==> src/logic/rss_pkg.sv <==
`default_nettype none

package rss_pkg;

   // ---------------------------------------------------------------
   // Clock and timebase
   // ---------------------------------------------------------------
   localparam int unsigned REF_CLK_HZ = 25_000_000;
   localparam int unsigned TB_CLK_HZ  = 32_000;
   // Integer divide: the timebase runs a fraction fast (781.25 ideal)
   localparam int unsigned DIV_CYCLES = REF_CLK_HZ / TB_CLK_HZ;
   localparam int unsigned DIV_W      = 10;

   // ---------------------------------------------------------------
   // Reset lengths, in timebase periods
   // ---------------------------------------------------------------
   localparam int unsigned POR_TIME_MS   = 300;
   localparam int unsigned MS_PER_S      = 1000;
   localparam int unsigned POR_TICKS     = POR_TIME_MS * TB_CLK_HZ
                                           / MS_PER_S;
   localparam int unsigned POR_CNT_W     = 14;
   localparam int unsigned SDRAM_TICKS   = 7;
   localparam int unsigned SYS_TICKS     = 14;
   localparam int unsigned STR_CNT_W     = 4;
   localparam int unsigned QUAL_TICKS    = 4;
   localparam int unsigned QUAL_CNT_W    = 2;

   // Index of each stretched reset in the generate loop
   localparam int unsigned STR_SDRAM     = 0;
   localparam int unsigned STR_SYS       = 1;
   localparam int unsigned STR_NUM       = 2;
   localparam int unsigned STRETCH_TICKS [STR_NUM] = '{SDRAM_TICKS,
                                                      SYS_TICKS};

   // Reset values of the held flops
   localparam logic HOLD_N_RST  = 1'h0;
   localparam logic FLAG_RST    = 1'h0;

   // ---------------------------------------------------------------
   // Types
   // ---------------------------------------------------------------
   typedef enum logic [1:0] {
      RSS_Q_IDLE,
      RSS_Q_COUNT,
      RSS_Q_HELD
   } rss_qual_state_t;

   // Reset outputs, all active low
   typedef struct packed {
      logic sdram_rst_n;
      logic internal_system_reset_n;
      logic rst_out_n;
   } rss_rst_out_t;

   // Internal status, active high
   typedef struct packed {
      logic por_busy;
      logic hard_rst_qualified;
      logic hard_rst_rejected;
   } rss_status_t;

   // ---------------------------------------------------------------
   // Shared decode: counter at its last value before wrap
   // ---------------------------------------------------------------
   function automatic logic rss_at_last(input int unsigned value,
                                        input int unsigned limit);
      rss_at_last = (value == limit - 1);
   endfunction

endpackage

`default_nettype wire

==> src/logic/rss_stretch.sv <==
`default_nettype none

module rss_stretch
   import rss_pkg::*;
#(
   parameter int unsigned COUNT = SDRAM_TICKS,
   parameter int unsigned CNT_W = STR_CNT_W
) (
   input  wire logic ref_clk,
   input  wire logic rst_n,
   input  wire logic tick,
   input  wire logic src,
   output var  logic hold_n
);

   logic [CNT_W-1:0] cnt_q;
   logic             hold_n_q;
   logic [CNT_W-1:0] meas_q;

   // ---------------------------------------------------------------
   // Stretch counter
   // ---------------------------------------------------------------
   // Source held: restart; released: count ticks, let go on the last
   always_ff @(posedge ref_clk or negedge rst_n) begin
      if (!rst_n) begin
         cnt_q    <= '0;
         hold_n_q <= HOLD_N_RST;
      end else if (src) begin
         cnt_q    <= '0;
         hold_n_q <= HOLD_N_RST;
      end else if (!hold_n_q && tick) begin
         if (rss_at_last(int'(cnt_q), COUNT)) begin
            hold_n_q <= ~HOLD_N_RST;
         end else begin
            cnt_q <= cnt_q + CNT_W'(1);
         end
      end
   end

   assign hold_n = hold_n_q;

   // ---------------------------------------------------------------
   // Checks
   // ---------------------------------------------------------------
   // Independent tally of ticks seen between release and deassertion
   always_ff @(posedge ref_clk or negedge rst_n) begin
      if (!rst_n) begin
         meas_q <= '0;
      end else if (src) begin
         meas_q <= '0;
      end else if (!hold_n_q && tick) begin
         meas_q <= meas_q + CNT_W'(1);
      end
   end
endmodule

`default_nettype wire

==> src/logic/rss_top.sv <==
`default_nettype none

module rss_top
   import rss_pkg::*;
#(
   parameter int unsigned POR_LEN = POR_TICKS
) (
   input  wire logic         ref_clk,
   input  wire logic         rst_n,
   input  wire logic         por_in_n,
   input  wire logic         hard_rst_in_n,
   output var  rss_rst_out_t rst_o,
   output var  rss_status_t  status_o
);

   // ---------------------------------------------------------------
   // Declarations
   // ---------------------------------------------------------------
   logic [DIV_W-1:0]      div_q;
   logic                  tick_q;
   logic                  por_src;
   logic                  por_hold_n;
   logic                  hard_in;
   rss_qual_state_t       qual_q;
   rss_qual_state_t       qual_d;
   logic [QUAL_CNT_W-1:0] qual_cnt_q;
   logic                  rejected_q;
   logic                  str_src;
   logic [STR_NUM-1:0]    str_hold_n;
   logic [STR_CNT_W-1:0]  gap_q;

   // ---------------------------------------------------------------
   // Low-frequency timebase
   // ---------------------------------------------------------------
   // One-cycle enable every DIV_CYCLES; no second clock domain needed
   always_ff @(posedge ref_clk or negedge rst_n) begin
      if (!rst_n) begin
         div_q  <= '0;
         tick_q <= FLAG_RST;
      end else if (rss_at_last(int'(div_q), DIV_CYCLES)) begin
         div_q  <= '0;
         tick_q <= 1'h1;
      end else begin
         div_q  <= div_q + DIV_W'(1);
         tick_q <= 1'h0;
      end
   end

   // ---------------------------------------------------------------
   // Internal power-up reset
   // ---------------------------------------------------------------
   // The board keeps the input low until the crystal runs, so the
   // count is never started on a timebase that is not yet stable
   assign por_src = ~por_in_n;

   rss_stretch #(
      .COUNT (POR_LEN),
      .CNT_W (POR_CNT_W)
   ) u_por (
      .ref_clk (ref_clk),
      .rst_n   (rst_n),
      .tick    (tick_q),
      .src     (por_src),
      .hold_n  (por_hold_n)
   );

   // ---------------------------------------------------------------
   // Hard-reset qualifier
   // ---------------------------------------------------------------
   // Board pulses shorter than the minimum width are filtered here
   assign hard_in = ~hard_rst_in_n;

   // Next state: any release drops back to idle at once
   always_comb begin
      qual_d = qual_q;
      unique case (qual_q)
         RSS_Q_IDLE: begin
            if (hard_in) begin
               qual_d = RSS_Q_COUNT;
            end
         end
         RSS_Q_COUNT: begin
            if (!hard_in) begin
               qual_d = RSS_Q_IDLE;
            end else if (tick_q &&
                         rss_at_last(int'(qual_cnt_q), QUAL_TICKS)) begin
               qual_d = RSS_Q_HELD;
            end
         end
         RSS_Q_HELD: begin
            if (!hard_in) begin
               qual_d = RSS_Q_IDLE;
            end
         end
         default: begin
            qual_d = RSS_Q_IDLE; // Unused code 2'b11
         end
      endcase
   end

   // State register
   always_ff @(posedge ref_clk or negedge rst_n) begin
      if (!rst_n) begin
         qual_q <= RSS_Q_IDLE;
      end else begin
         qual_q <= qual_d;
      end
   end

   // Consecutive held ticks; cleared whenever the input lets go
   always_ff @(posedge ref_clk or negedge rst_n) begin
      if (!rst_n) begin
         qual_cnt_q <= '0;
      end else if (qual_q != RSS_Q_COUNT) begin
         qual_cnt_q <= '0;
      end else if (tick_q && hard_in) begin
         qual_cnt_q <= qual_cnt_q + QUAL_CNT_W'(1);
      end
   end

   // One-cycle pulse when a short pulse is thrown away
   always_ff @(posedge ref_clk or negedge rst_n) begin
      if (!rst_n) begin
         rejected_q <= FLAG_RST;
      end else begin
         rejected_q <= (qual_q == RSS_Q_COUNT) && !hard_in;
      end
   end

   // ---------------------------------------------------------------
   // Stretched resets
   // ---------------------------------------------------------------
   // Either source restarts both stretchers from zero
   assign str_src = !por_hold_n || (qual_q == RSS_Q_HELD);

   // Same structure for SDRAM and system reset, different lengths
   for (genvar g = 0; g < STR_NUM; g++) begin : g_str
      rss_stretch #(
         .COUNT (STRETCH_TICKS[g]),
         .CNT_W (STR_CNT_W)
      ) u_str (
         .ref_clk (ref_clk),
         .rst_n   (rst_n),
         .tick    (tick_q),
         .src     (str_src),
         .hold_n  (str_hold_n[g])
      );
   end

   // ---------------------------------------------------------------
   // Outputs
   // ---------------------------------------------------------------
   // All bits come from the stretcher and qualifier flops, the qualified flag through a state decode;
   // the pin shares the system reset flop so the two never skew
   assign rst_o.sdram_rst_n             = str_hold_n[STR_SDRAM];
   assign rst_o.internal_system_reset_n = str_hold_n[STR_SYS];
   assign rst_o.rst_out_n               = str_hold_n[STR_SYS];
   assign status_o.por_busy             = !por_hold_n;
   assign status_o.hard_rst_qualified   = (qual_q == RSS_Q_HELD);
   assign status_o.hard_rst_rejected    = rejected_q;

   // Ticks from SDRAM release to system release must match the gap
   always_ff @(posedge ref_clk or negedge rst_n) begin
      if (!rst_n) begin
         gap_q <= '0;
      end else if (!str_hold_n[STR_SDRAM]) begin
         gap_q <= '0;
      end else if (tick_q && !str_hold_n[STR_SYS]) begin
         gap_q <= gap_q + STR_CNT_W'(1);
      end
   end
endmodule

`default_nettype wire

==> config.mk <==
export PLATFORM = sky130hd
export DESIGN_NAME = rss_top
export DESIGN_NICKNAME = d
export VERILOG_FILES = /design/src/logic/rss_pkg.sv /design/src/logic/rss_stretch.sv /design/src/logic/rss_top.sv
export SDC_FILE = /design/constraint.sdc
export NUM_CORES = 1
export LEC_CHECK = 0
export BUFFER_PORTS_ARGS = -buffer_cell sky130_fd_sc_hd__buf_2
export CORE_ASPECT_RATIO = 1.75
export CORE_MARGIN = 2
export CORE_UTILIZATION = 40
export DETAILED_ROUTE_END_ITERATION = 7
export SYNTH_ARGS = -nofsm -noshare
export SYNTH_HDL_FRONTEND = slang
export SYNTH_HIERARCHICAL = 1
export SYNTH_SLANG_ARGS = --single-unit
==> constraint.sdc <==
create_clock -name ref_clk -period 2.3 [get_ports ref_clk]
set_input_delay 0.69 -clock ref_clk [delete_from_list [all_inputs] [get_ports ref_clk]]
set_output_delay 0.69 -clock ref_clk [all_outputs]
set_load 0.02 [all_outputs]
==> Word-level counts from Yosys, hierarchy flattened <==
Cells that the tools add are included.
W data, S select, Z words.
{ "word_totals": {"word_cells": 83, "register_bits": 41, "inputBits": 4, "out_inout_bits": 6} }
{ "classes": {"n_reduce_logical": 23, "n_addsub": 5, "eq_ne": 16, "mux": 27, "n_bitwise": 1} }
{ "ops": {"columns": ["operator", "n"], "rows": [
  ["$mux W14", 3],
  ["$mux W4", 6],
  ["$add A14 B1 Y14 const B", 1],
  ["$eq A14 B14 Y1 const B", 1],
  ["$mux W2", 6],
  ["$reduce_and A2 Y1", 6],
  ["$add A10 B1 Y10 const B", 1],
  ["$eq A10 B10 Y1 const B", 1],
  ["$mux W1", 10],
  ["$mux W10", 1],
  ["$reduce_bool A2 Y1", 5],
  ["$add A4 B1 Y4 const B", 2],
  ["$ne A2 B1 Y1 const B", 4],
  ["$ne A2 B2 Y1 const B", 4],
  ["$logic_and A1 B1 Y1", 6],
  ["$pmux W2 S3", 1],
  ["$eq A2 B2 Y1 const B", 2],
  ["$eq A4 B3 Y1 const B", 1],
  ["$eq A4 B4 Y1 const B", 1],
  ["$logic_not A1 Y1", 3],
  ["$ne A3 B3 Y1 const B", 1],
  ["$reduce_and A3 Y1", 1],
  ["$add A2 B1 Y2 const B", 1],
  ["$eq A2 B1 Y1 const B", 1],
  ["3 further kinds", 3]
]} }

==> Longest topological paths before layout <==
Gate-level depths: netlist (run 1).
{ "depth": {"word_depth": 5, "mapped_depth": 6} }

==> By module <==
The synthesis (run 1) kept the hierarchy.
{ "modules_own_cells": {"columns": ["module", "seq_area_each_um2", "n_inst", "cells_per_inst", "area_per_inst_um2"], "rows": [
  ["rss_stretch at u_por", 375.4, 1, 84, 857.1],
  ["rss_top", 400.4, 1, 73, 774.5],
  ["rss_stretch at g_str[0].u_str", 125.1, 1, 27, 271.5],
  ["rss_stretch at g_str[1].u_str", 125.1, 1, 26, 266.5]
]} }

==> Worst setup path after synthesis (run 1) <==
Ideal clock, no wire load.
{ "synth_path": {"path_type": "flip-flop to flip-flop", "start": "reg tick_q", "end": "reg u_por.cnt_q[4]", "setup_ns": 0.076, "path_stages_with_launch": 6, "path_buffers": 1, "arrival_time_ns": 1.600, "required_ns": 2.224, "period_less_slack_ns": 1.676, "slack_ns": 0.624, "cell_sequence": "dfrtp_1 > nor2b_1 > o41ai_4 > buf_6 > or3_2 > a21oi_2"} }
{ "synth_between": {"elab_chain_cells": 3} }
{ "synth_rtl": {"columns": ["element", "line", "text"], "rows": [
  ["start, declared", "rss_top.sv:20", "logic tick_q;"],
  ["start signal, assigned", "rss_top.sv:39", "tick_q <= FLAG_RST;"],
  ["start signal, assigned", "rss_top.sv:42", "tick_q <= 1'h1;"],
  ["start signal, assigned", "rss_top.sv:45", "tick_q <= 1'h0;"],
  ["$logic_and A1 B1 Y1", "rss_stretch.sv:31", "end else if (!hold_n_q && tick) begin"],
  ["$ne A2 B1 Y1 (no line)", null, null],
  ["$reduce_and A2 Y1 (no line)", null, null],
  ["end signal, assigned", "rss_stretch.sv:35", "cnt_q <= cnt_q + CNT_W'(1);"],
  ["end, declared", "rss_stretch.sv:16", "logic [CNT_W-1:0] cnt_q;"]
]} }
Every way passes these cells.
A chain may end at the register's enable or synchronous reset.

==> Final worst setup path (run 1) <==
{ "layout_path": {"start": "reg u_por.cnt_q[0]", "end": "reg u_por.cnt_q[13]"} }
{ "layout_between": {"elab_chain_cells": 4} }
{ "layout_rtl": {"columns": ["element", "line", "text"], "rows": [
  ["$add A14 B1 Y14", "rss_stretch.sv:35", null],
  ["$mux W14", "rss_stretch.sv:32", "if (rss_at_last(int'(cnt_q), COUNT)) begin"],
  ["$mux W14", "rss_stretch.sv:31", null],
  ["$mux W14", "rss_stretch.sv:28", "end else if (src) begin"]
]} }
Parallel ways exist; a longest one is shown, timed or not. The select of a mux whose other input is x is not followed.

==> reports/results.env, run 1 <==
SETUP_VIOL=0
ANTENNA_CELLS=0
CRITICAL_R2R_CAPTURE='u_por/cnt_q[13]$_DFFE_PN0P_'
POSTSYNTHCELLCOUNT=210
DIE-HEIGHT_MICRONS=101
FIN_SETUP_TNS_PS=0
FP-ROW-COUNT=35
HIGHEST_CLOCK_RATE_MHz=530
DETAIL-ROUTE-ANTENNA-NETS=0
SYNTH_SEQ_AREA_SHARE=0.473
GP_ROUTABILITY_CONGESTION=0.756
NUMBER_OF_DESIGN_RULE_VIOLATIONS_LEFT_AFTER_DETAIL_ROUTING=0
GRT_PASS1_VIAS=1616
POSTCTSHOLDBUFS=0
NNETSFINAL=237
FINAL_CORE_UTILIZATION=0.449
PORT-BUFFER-COUNT=9
CELLPOWERDENSITY_nW_PER_UM2=518
WORST_EP_ARRIVAL_TIME_PS=2110
PRIMARY_FLIP_FLOP_CELL_CHOSEN_BY_SYNTHESIS_MAPPING='sky130_fd_sc_hd__dfrtp_1'
CP_DATA_REQUIRED_TIME_PS=2520
CRITICAL_PATH.MAX_FANOUT=14
CAP_VIOL_MAX_COUNT=0
YOSYS.CELL_TYPES.COUNT=48
REGISTER_AREA_SQ_UM=1030
PRE_CTS_WS_PS=428
DIE_X_MICRONS=59.7
DIE_AREA_SQ_UM=6050
AVERAGE_FOOTPRINT_OF_A_SYNTHESIZED_CELL_SQ_UM=10.3
RR_WORST_DEPTH=6
UNREPAIRED_SETUP_ENDPOINTS_AFTER_GLOBAL_ROUTING='no'
FINALCRITPERIODSHARE=0.820
WORST_SETUP_PATH_STARTPOINT='u_por/cnt_q[0]$_DFFE_PN0P_'
TIMING.CRITICAL_PATH.FROM_TYPE='flop'
DRT_FIRST_ITER_VIOLATIONS=35
YS_WARN_COUNT=6
COMBINED_AREA_OF_THE_MULTI_INPUT_LOGIC_CELLS_SQ_UM=1050
AREA_GROWTH_SYNTH_TO_FINISH_PCT=8.71
CLOCK_TREE.ROOT_CELL='sky130_fd_sc_hd__clkbuf_8'
GLOBALROUTETOTALUTIL=0.156
CLOCK_INSERTION_DELAY_WORST_SKEW_PS=290
MAXIMUM_NUMBER_OF_PINS_ON_ONE_NET_BEFORE_GLOBAL_ROUTE_REPAIR=25
HOLD_PATH.CLASS='input port to asynchronous set/reset pin'
ROUTE.DETAILED.WL_PER_INST_MICRONS=14.2
FINAL_COMMON_CELL='sky130_fd_sc_hd__dfrtp_1'
CRIT-REG2REG-LAUNCH='u_por/cnt_q[0]$_DFFE_PN0P_'
DRT-TOTAL-WL_MM=4.00
WORST_SETUP_HOLD_PATH_CLK_SLEW_PS=80
FINAL_CELL_MIX='sky130_fd_sc_hd__dfrtp_1, sky130_fd_sc_hd__nor2_1, sky130_fd_sc_hd__a21oi_1, sky130_fd_sc_hd__inv_1'
REG2REG_SETUP_SLACK_PS=410
SLEW_HEADROOM=0.591
GRT.OVERFLOW.TOTAL=0
SHARE_OF_CELLS_ABOVE_DRIVE_STRENGTH_1=0.195
SYNTH_ENABLE_FLOP_CELLS=0
CELL_AREA_AFTER_TECHNOLOGY_MAPPING_SQ_UM=2170
VDD_IR_DROP_MAX_uV=268
IO-PIN-COUNT=10
TIMING_HOLD_VIOLATIONS_FINAL=0
CRIT_TYPE='flop to flop'
INITIAL_CORE_UTIL=0.413
ANTENNA_FOUND_INITIAL=0
NUM-FILL-CELLS=518
CTS_RESIZED=0
POSTSYNTHREGISTERBITS=41
PRE_REPAIR_DR_ITERATION_COUNT=4
P_LEAK_nW=1.01
GLOBAL_ROUTE_WIRE_LENGTH_BEFORE_REPAIR_MM=7.27
FINAL_MAX_SLEW_VIOL_COUNT=0
CTS_TREE='done'
SYN-NUM-NETS=222
CRITPATHCAPTURETYPE='flop'
CTS_MAX_LEVEL=2
MAXIMUM_CLOCK_INSERTION_BUFFER_COUNT=2
ASYNC_RESET_FF_FRAC=1.00
FP.COREAREA_SQ_UM=5260
SETUP_CLOCK_SKEW_AFTER_LAYOUT_PS=8.13
WORST_SLACK_PS=414
STATUS='completed'
POST_CTS_BUFFERS=0
DR_TOTAL_VIAS=1580
FINAL_PERIOD_MINUS_WORST_SETUP_SLACK_PS=1890
MAX_SLEW.WORST_PIN.SLEW_PS=612
CTS.SINKS=41
HPWL_MM=2.92
VIAS_PER_CELL=5.62
CTS_MADE_BUFFERS=5
-- kinds of logic after synthesis --
family / synth area share
flops: 0.473
simple gates: 0.243
mux: 0.00980
buf+inv: 0.0415
xor+xnor: 0.0363
compound gates: 0.151
fa+ha+maj: 0.0461
-- synthesized netlist by cell type (4+ instances only) --
cell type,n,area [sq um]
sky130_fd_sc_hd__nand3_1,11,55.1
sky130_fd_sc_hd__inv_1,13,48.8
sky130_fd_sc_hd__a21oi_2,7,61.3
sky130_fd_sc_hd__nand2_1,11,41.3
sky130_fd_sc_hd__o21ai_1,7,35.0
sky130_fd_sc_hd__dfrtp_1,41,1030
sky130_fd_sc_hd__a21oi_1,16,80.1
sky130_fd_sc_hd__nand2b_1,5,31.3
sky130_fd_sc_hd__o21ai_0,4,20.0
sky130_fd_sc_hd__xor2_1,4,35.0
sky130_fd_sc_hd__nor2_1,17,63.8
sky130_fd_sc_hd__o31ai_1,4,30.0
sky130_fd_sc_hd__or4_1,5,37.5
sky130_fd_sc_hd__or3_2,6,45.0
sky130_fd_sc_hd__xnor2_1,5,43.8
sky130_fd_sc_hd__ha_1,8,100
sky130_fd_sc_hd__or3_1,4,25.0
sky130_fd_sc_hd__nand4_1,4,25.0
-- through the flow --
stage	hold slack, ps	total power (W)	area (sq um)	instances
final	371	0.00122	2360	281
after floorplan	394	0.000747	2170	210
after global routing	410	0.00128	2360	281
after CTS	391	0.00125	2360	281
after global placement	454	0.000769	2270	273
after detailed placement	467	0.000770	2270	273
-- metal layers --
| metal | vias to the layer above | track usage | share of wire |
|---|---|---|---|
| met5 | - | 0 | 0 |
| met4 | 0 | 0.0564 | 0.016 |
| met3 | 4 | 0.0268 | 0.017 |
| met2 | 11 | 0.273 | 0.56 |
| met1 | 776 | 0.185 | 0.41 |
| li1 | 789 | - | - |
-- registers in the layout (all words and copies together) (netlist names) --
register,count
rejected_q,1
qual_cnt_q,2
g_str.u_str/hold_n,2
g_str.u_str/cnt_q,8
u_por/cnt_q,14
u_por/hold_n,1
div_q,10
tick_q,1
qual_q,2
-- critical path, cell delays in order, from the launching register on --
cell,delay [ps]
sky130_fd_sc_hd__dfrtp_1,420
sky130_fd_sc_hd__ha_1,250
sky130_fd_sc_hd__nand4_1,190
sky130_fd_sc_hd__o41ai_4,100
sky130_fd_sc_hd__buf_4,190
sky130_fd_sc_hd__or4b_1,530
sky130_fd_sc_hd__a21oi_2,140
-- final cells by class --
cell class	count	area share
multi-input cells	151	0.447
repair buffers	13	0.0318
clock buffers	5	0.0292
inverters	13	0.0207
clock inverters	3	0.00743
flip-flops and latches	41	0.435
well taps	55	0.0292
-- where the power goes --
part | internal (W) | total, W | switching [W] | leakage [nW]
logic | 0.00000628 | 0.0000299 | 0.0000236 | 0.413
registers | 0.000722 | 0.000723 | 0.000000984 | 0.555
clock network | 0.000210 | 0.000469 | 0.000259 | 0.0439
total | 0.000938 | 0.00122 | 0.000284 | 1.01
-- worst max path at each step --
stage / depth (start not counted) / endpoint / slack (ps)
after floorplan: 5 / u_por/cnt_q[4]$_DFFE_PN0P_ / 620
after global routing: 6 / u_por/cnt_q[13]$_DFFE_PN0P_ / 300
after detailed placement: 6 / u_por/cnt_q[13]$_DFFE_PN0P_ / 430
final: 6 / u_por/cnt_q[13]$_DFFE_PN0P_ / 410
after CTS: 6 / u_por/cnt_q[13]$_DFFE_PN0P_ / 420
after global placement: 6 / u_por/cnt_q[13]$_DFFE_PN0P_ / 460
Note: power is estimated with default switching activity, not from simulation.
==> run 2: changes to the inputs <==
==> constraint.sdc (replaced) <==
create_clock -name ref_clk -period 1.7 [get_ports ref_clk]
set_input_delay 0.51 -clock ref_clk [delete_from_list [all_inputs] [get_ports ref_clk]]
set_output_delay 0.51 -clock ref_clk [all_outputs]
set_load 0.02 [all_outputs]
==> run 2 against run 1 <==
Net effect: utilization is 3.8 points higher; die area stayed put; clock skew is 4.8 ps higher; cell count is 6.4% higher; combinational power is 49% higher; critical path depth stayed put; maximum frequency is 15% higher; hold slack worse by 240 ps; critical endpoint unchanged; largest power group unchanged; highest routed layer unchanged.
==> reports/results.env, run 2 (synthesized netlist as in run 1, its figures left out) <==
RR_WORST_DEPTH=6  # unchanged
GP_ROUTABILITY_CONGESTION=0.811  # +7.3%
SLEW_HEADROOM=0.688  # +0.0971
FINAL_CORE_UTILIZATION=0.487  # +0.0381
DR_TOTAL_VIAS=1686  # +6.7%
CTS_MADE_BUFFERS=5  # unchanged
DRT-TOTAL-WL_MM=4.27  # +6.8%
UNREPAIRED_SETUP_ENDPOINTS_AFTER_GLOBAL_ROUTING='yes'
CLOCK_INSERTION_DELAY_WORST_SKEW_PS=290  # about the same
CRITICAL_PATH.MAX_FANOUT=6  # -8
ANTENNA_CELLS=0  # unchanged
GRT_PASS1_VIAS=1751  # +8.4%
NUMBER_OF_DESIGN_RULE_VIOLATIONS_LEFT_AFTER_DETAIL_ROUTING=0  # unchanged
CRITICAL_R2R_CAPTURE='u_por/cnt_q[13]$_DFFE_PN0P_'
DIE-HEIGHT_MICRONS=101  # unchanged
TIMING.CRITICAL_PATH.DEPTH=6  # unchanged
AREA_GROWTH_SYNTH_TO_FINISH_PCT=17.9
HOLD_PATH.CLASS='input port to asynchronous set/reset pin'
GRT.MET1_USAGE=0.172  # -0.0135
DETAIL-ROUTE-ANTENNA-NETS=0  # unchanged
PRE_REPAIR_DR_ITERATION_COUNT=5  # +1
CRITPATHCAPTURETYPE='flop'
CP_DATA_REQUIRED_TIME_PS=1930  # -590 ps
MAXIMUM_CLOCK_INSERTION_BUFFER_COUNT=2  # unchanged
STATUS='completed'
TIMING_HOLD_VIOLATIONS_FINAL=0  # unchanged
COUNT_OF_BUFFER_AND_INVERTER_CELLS_ON_THE_CRITICAL_PATH=1  # unchanged
SETUP_VIOL=0  # unchanged
REG2REG_SETUP_SLACK_PS=50  # -360 ps
CTS_TREE='done'
VIAS_PER_CELL=5.64  # +0.28%
POST_LAYOUT_NONFILLER_INSTANCES=299  # +6.4%
FINAL_MAX_SLEW_VIOL_COUNT=0  # unchanged
FP-ROW-COUNT=35  # unchanged
CRIT-REG2REG-LAUNCH='u_por/cnt_q[0]$_DFFE_PN0P_'
GRT.OVERFLOW.TOTAL=0  # unchanged
CP_CELL_SEQUENCE='ha_2 > nand4_1 > o41ai_4 > buf_4 > or4b_4 > a21oi_2'
INITIAL_CORE_UTIL=0.413  # unchanged
HPWL_MM=3.16  # +8.2%
LARGEST_REGISTERS='u_por/cnt_q (14), div_q (10), g_str.u_str/cnt_q (8)'
HIGHEST_CLOCK_RATE_MHz=607  # +15%
GRTUSAGEMET3=0.0307  # +0.00383
DRT_FIRST_ITER_VIOLATIONS=66  # +89%
VDD_IR_DROP_MAX_uV=509  # +90%
TIMING.CRITICAL_PATH.FROM_TYPE='flop'
CRITPATHTOPFAMILY='simple AND/OR/NAND/NOR gates'
DESIGN_AREA_SQ_UM=2560  # +8.5%
GLOBAL_ROUTE_WIRE_LENGTH_BEFORE_REPAIR_MM=7.63  # +5.0%
POSTCTSHOLDBUFS=0  # unchanged
IO-PIN-COUNT=10  # unchanged
WORST_SLACK_PS=53.5  # -360 ps
SLOWEST_DELAY_PS=480  # -50 ps
ANTENNA_FOUND_INITIAL=0  # unchanged
FINAL_PERIOD_MINUS_WORST_SETUP_SLACK_PS=1650  # -240 ps
TOP_REGISTER='u_por/cnt_q'
CAP_VIOL_MAX_COUNT=0  # unchanged
PORT-BUFFER-COUNT=9  # unchanged
FP.COREAREA_SQ_UM=5260  # unchanged
CTS_MAX_LEVEL=2  # unchanged
P_LEAK_nW=1.12  # +10%
WORST_SETUP_HOLD_PATH_CLK_SLEW_PS=80  # about the same
WORST_SETUP_PATH_STARTPOINT='u_por/cnt_q[0]$_DFFE_PN0P_'
FINAL_COMMON_CELL='sky130_fd_sc_hd__dfrtp_1'
NNETSFINAL=255  # +7.6%
FINALPOWER_W=0.00170  # +39%
CTS.SINKS=41  # unchanged
FINALCRITPERIODSHARE=0.969  # +0.148
MAXIMUM_NUMBER_OF_PINS_ON_ONE_NET_BEFORE_GLOBAL_ROUTE_REPAIR=27  # +8.0%
TOP_USAGE_LAYER='met2'
WORST_EP_ARRIVAL_TIME_PS=1880  # -230 ps
ROUTE.DETAILED.WL_PER_INST_MICRONS=14.3  # +0.33%
LARGEST_REGISTER_FFS=14  # unchanged
TIMING.CRITICAL_PATH.SLOWEST_STAGE_CELL='sky130_fd_sc_hd__or4b_4'
DIE_AREA_SQ_UM=6050  # unchanged
MAX_SLEW.WORST_PIN.SLEW_PS=464  # -148 ps
CRIT_TYPE='flop to flop'
SETUP_CLOCK_SKEW_AFTER_LAYOUT_PS=13.0  # +4.83 ps
CLOCK_TREE.ROOT_CELL='sky130_fd_sc_hd__clkbuf_8'
PRE_CTS_WS_PS=-14.7  # -442 ps
CELLPOWERDENSITY_nW_PER_UM2=664  # +28%
DIE_X_MICRONS=59.7  # unchanged
DPL.CELL_COUNT=291  # +6.6%
FINAL_CELL_MIX='sky130_fd_sc_hd__dfrtp_1, sky130_fd_sc_hd__buf_4, sky130_fd_sc_hd__nor2_1, sky130_fd_sc_hd__a21oi_1, sky130_fd_sc_hd__inv_1'
GRT.MET2_USAGE=0.304  # +0.0309
DPL-INSTANCE-AREA_SQ_UM=2420  # +6.5%
SHARE_OF_CELLS_ABOVE_DRIVE_STRENGTH_1=0.275  # +0.0799
POST_CTS_BUFFERS=0  # unchanged
GLOBALROUTETOTALUTIL=0.164  # +0.00827
-- run 2: how the worst max path moves through the flow --
stage / endpoint / slack [ps]
2_1_floorplan: u_por/cnt_q[4]$_DFFE_PN0P_ / 20
3_3_place_gp: u_por/cnt_q[13]$_DFFE_PN0P_ / -7
3_5_place_dp: u_por/cnt_q[13]$_DFFE_PN0P_ / -10
4_1_cts: u_por/cnt_q[13]$_DFFE_PN0P_ / 10
5_1_grt: u_por/cnt_q[13]$_DFFE_PN0P_ / -10
6_report: u_por/cnt_q[13]$_DFFE_PN0P_ / 50
-- run 2: per-stage QoR --
stage | setup TNS, ps | hold slack (ps)
2_1_floorplan | 0 | 214
3_3_place_gp | -6.94 | 459
3_5_place_dp | -14.7 | 471
4_1_cts | 0 | 149
5_1_grt | -19.9 | 158
6_report | 0 | 127
-- run 2: metal layers --
metal	up-vias	routed length, microns
met3	9	101
met1	828	1680
met2	21	2390
met5	-	0
li1	828	-
met4	0	91
-- run 2: where the power goes --
group | switching [W] | total [W] | internal, W
sequential | 0.00000145 | 0.000978 | 0.000977
combinational | 0.0000328 | 0.0000445 | 0.0000117
clock | 0.000348 | 0.000677 | 0.000329
total | 0.000382 | 0.00170 | 0.00132
-- run 2: worst reg2reg max path, stage by stage, from the launching register on --
cell,delay [ps]
sky130_fd_sc_hd__dfrtp_1,390
sky130_fd_sc_hd__ha_2,190
sky130_fd_sc_hd__nand4_1,150
sky130_fd_sc_hd__o41ai_4,110
sky130_fd_sc_hd__buf_4,160
sky130_fd_sc_hd__or4b_4,480
sky130_fd_sc_hd__a21oi_2,120
-- run 2: what timing repair did --
action | 4_1_cts | 5_1_grt
pin swaps | 2 | 6
setup endpoints to repair | 2 | 11
gates resized for setup | 3 | 6
-- run 2: area by class of cell --
class                           instances  area [sq um]
Fill cell                             517          2700
Multi-Input combinational cell        151          1100
Sequential cell                        41          1030
Timing Repair Buffer                   31           223
Clock buffer                            6          82.6
Tap cell                               55          68.8
Inverter                               13          48.8
Clock inverter                          2          13.8
==> run 3: changes to the inputs <==
--- a/config.mk
+++ b/config.mk
@@ -9,6 +9,7 @@
 export CORE_ASPECT_RATIO = 1.75
 export CORE_MARGIN = 2
 export CORE_UTILIZATION = 40
+export CTS_BUF_LIST = sky130_fd_sc_hd__clkbuf_4 sky130_fd_sc_hd__clkbuf_8
 export DETAILED_ROUTE_END_ITERATION = 7
 export SYNTH_ARGS = -nofsm -noshare
 export SYNTH_HDL_FRONTEND = slang
==> constraint.sdc (replaced) <==
create_clock -name ref_clk -period 2 [get_ports ref_clk]
set_input_delay 0.6 -clock ref_clk [delete_from_list [all_inputs] [get_ports ref_clk]]
set_output_delay 0.6 -clock ref_clk [all_outputs]
set_load 0.02 [all_outputs]
==> run 3 against run 2 <==
Net effect: die area unchanged; count of clock-buffer cells in the layout shrank 1; combinational power shrank 24%; sequential share of layout area up 2.6 points; register-to-register slack gained 70 ps; maximum frequency down 12%; utilization is 3.0 points lower; flip-flop and latch count is the same; clock power is essentially flat; first-iteration DRC count shrank 52%; sequential power is 15% lower; via count decreased by 7.2%; critical path type unchanged.
==> reports/results.env, run 3 (synthesized netlist as in run 1, its figures left out) <==
POWER.SHARE.CLOCK=0.440  # +0.042
POSTCTSHOLDBUFS=0  # unchanged
VDD_IR_DROP_MAX_uV=277  # -46%
POST_CTS_BUFFERS=0  # unchanged
CTS_TREE='done'
FINAL_COMMON_CELL='sky130_fd_sc_hd__dfrtp_1'
SETUP_VIOL=0  # unchanged
FINAL_MAX_SLEW_VIOL_COUNT=0  # unchanged
GLOBALROUTETOTALUTIL=0.156  # -0.00776
CP_DATA_REQUIRED_TIME_PS=2220  # +290 ps
DESIGN_AREA_SQ_UM=2400  # -6.1%
COMBPWRFRAC=0.022  # -0.004
P_SEQ_FRAC=0.538  # -0.037
ANTENNA_FOUND_INITIAL=0  # unchanged
CAP_VIOL_MAX_COUNT=0  # unchanged
GRT.OVERFLOW.TOTAL=0  # unchanged
TIMING.CRITICAL_PATH.FROM_TYPE='flop'
ROUTE.DETAILED.WL_PER_INST_MICRONS=14.0  # -1.8%
UNREPAIRED_SETUP_ENDPOINTS_AFTER_GLOBAL_ROUTING='no'
DRT-TOTAL-WL_MM=3.97  # -7.1%
CTS_MADE_BUFFERS=5  # unchanged
FINAL_CORE_UTILIZATION=0.457  # -0.0298
SHARE_OF_CELLS_ABOVE_DRIVE_STRENGTH_1=0.202  # -0.0728
TOP_REGISTER='u_por/cnt_q'
INTERNAL-POWER_W=0.00121  # -8.1%
CLOCK_INSERTION_DELAY_WORST_SKEW_PS=300  # about the same
NNETSFINAL=239  # -6.3%
INITIAL_CORE_UTIL=0.413  # unchanged
GP_ROUTABILITY_CONGESTION=0.767  # -5.4%
CRITPATHCAPTURETYPE='flop'
SWITCHING_SHARE_OF_POWER=0.216  # -0.00878
WORST_SETUP_HOLD_PATH_CLK_SLEW_PS=80  # about the same
AREA_GROWTH_SYNTH_TO_FINISH_PCT=10.7
HPWL_MM=2.84  # -9.9%
DETAIL-ROUTE-ANTENNA-NETS=0  # unchanged
DIE-HEIGHT_MICRONS=101  # unchanged
DR_TOTAL_VIAS=1564  # -7.2%
RR_WORST_DEPTH=6  # unchanged
CRITICAL_PATH.MAX_FANOUT=6  # unchanged
FP-ROW-COUNT=35  # unchanged
IO-PIN-COUNT=10  # unchanged
CRIT_TYPE='flop to flop'
HOLD_PATH.CLASS='input port to asynchronous set/reset pin'
DIE_X_MICRONS=59.7  # unchanged
VIAS_PER_CELL=5.53  # -2.0%
TIMING_HOLD_VIOLATIONS_FINAL=0  # unchanged
ANTENNA_CELLS=0  # unchanged
STATUS='completed'
CTS_MAX_LEVEL=2  # unchanged
DRT_FIRST_ITER_VIOLATIONS=32  # -52%
GRT_PASS1_VIAS=1605  # -8.3%
LARGEST_REGISTERS='u_por/cnt_q (14), div_q (10), g_str.u_str/cnt_q (8)'
MAXIMUM_NUMBER_OF_PINS_ON_ONE_NET_BEFORE_GLOBAL_ROUTE_REPAIR=42  # +56%
LARGEST_REGISTER_FFS=14  # unchanged
FINALPOWER_W=0.00155  # -9.1%
FP.COREAREA_SQ_UM=5260  # unchanged
DIE_AREA_SQ_UM=6050  # unchanged
POWER_SWITCHING_W=0.000334  # -13%
FINAL_CELL_MIX='sky130_fd_sc_hd__dfrtp_1, sky130_fd_sc_hd__nor2_1, sky130_fd_sc_hd__a21oi_1, sky130_fd_sc_hd__inv_1'
CLOCK_TREE.ROOT_CELL='sky130_fd_sc_hd__clkbuf_8'
GLOBAL_ROUTE_WIRE_LENGTH_BEFORE_REPAIR_MM=7.21  # -5.5%
NUMBER_OF_DESIGN_RULE_VIOLATIONS_LEFT_AFTER_DETAIL_ROUTING=0  # unchanged
FINALCRITPERIODSHARE=0.939  # -0.0297
FINAL_PERIOD_MINUS_WORST_SETUP_SLACK_PS=1880  # +231 ps
PRE_REPAIR_DR_ITERATION_COUNT=4  # -1
P_LEAK_nW=1.03  # -7.6%
MAXIMUM_CLOCK_INSERTION_BUFFER_COUNT=2  # unchanged
DPL-INSTANCE-AREA_SQ_UM=2290  # -5.5%
SETUP_CLOCK_SKEW_AFTER_LAYOUT_PS=13.3  # +0.347 ps
CELLPOWERDENSITY_nW_PER_UM2=643  # -3.2%
WORST_EP_ARRIVAL_TIME_PS=2090  # +210 ps
PORT-BUFFER-COUNT=9  # unchanged
HIGHEST_CLOCK_RATE_MHz=533  # -12%
CTS.SINKS=41  # unchanged
MAX_SLEW.WORST_PIN.SLEW_PS=522  # +58.7 ps
FIN_SETUP_TNS_PS=0  # unchanged
CTS_RESIZED=0  # -3
SLEW_HEADROOM=0.652  # -0.0368
run 3: cell types whose count changed in the layout (fill, tap and decap cells not counted), sizes merged:
cell,delta
clkinvlp,+1
buf,-16
clkbuf,-1
clkinv,-1
bufinv,+1
run 3: power by group through the flow:
stage,sequential (W),clock [W],combinational [W]
after detailed placement,0.000848,0,0.0000367
after global routing,0.000832,0.000750,0.0000398
after global placement,0.000848,0,0.0000365
after CTS,0.000831,0.000709,0.0000366
final,0.000831,0.000680,0.0000340
after floorplan,0.000848,0,0.0000109
run 3: final cells by class:
type | instances | area [sq um]
Multi-Input combinational cell | 151 | 1050
Clock buffer | 5 | 68.8
Timing Repair Buffer | 15 | 90.1
Tap cell | 55 | 68.8
Sequential cell | 41 | 1030
Clock inverter | 3 | 46.3
Fill cell | 523 | 2850
Inverter | 13 | 48.8
run 3: metal layers:
metal	track usage	up-vias	share of wire
met5	0	-	0
met4	0.0769	0	0.024
met3	0.0319	8	0.021
met2	0.277	18	0.54
met1	0.170	743	0.42
li1	-	795	-
run 3: final timing paths:
| kind | to | slack, ps | startpoint |
|---|---|---|---|
| worst max-delay path | u_por/cnt_q[13]$_DFFE_PN0P_ | 120 | u_por/cnt_q[0]$_DFFE_PN0P_ |
| worst min-delay path | u_por/cnt_q[4]$_DFFE_PN0P_ | 360 | rst_n |
| worst max register to register | u_por/cnt_q[13]$_DFFE_PN0P_ | 120 | u_por/cnt_q[0]$_DFFE_PN0P_ |
| worst min register to register | g_str[1].u_str/cnt_q[3]$_DFFE_PN0P_ | 480 | g_str[1].u_str/cnt_q[3]$_DFFE_PN0P_ |
| max in group asynchronous | u_por/cnt_q[13]$_DFFE_PN0P_ | 1270 | rst_n |
| min in group ref_clk | g_str[1].u_str/cnt_q[3]$_DFFE_PN0P_ | 480 | g_str[1].u_str/cnt_q[3]$_DFFE_PN0P_ |
run 3: critical path, stage by stage (launching register included):
cell                      delay (ps)
sky130_fd_sc_hd__dfrtp_1         420
sky130_fd_sc_hd__ha_1            250
sky130_fd_sc_hd__nand4_1         180
sky130_fd_sc_hd__o41ai_4         110
sky130_fd_sc_hd__buf_4           170
sky130_fd_sc_hd__or4b_1          520
sky130_fd_sc_hd__a21oi_2         150
run 3: metrics by stage:
step / std cells / worst slack, ps / hold slack, ps
final: 283 / 122 / 355
after global routing: 283 / 11.8 / 405
after CTS: 283 / 106 / 382
after detailed placement: 275 / 142 / 462
after global placement: 275 / 184 / 455
after floorplan: 210 / 324 / 304
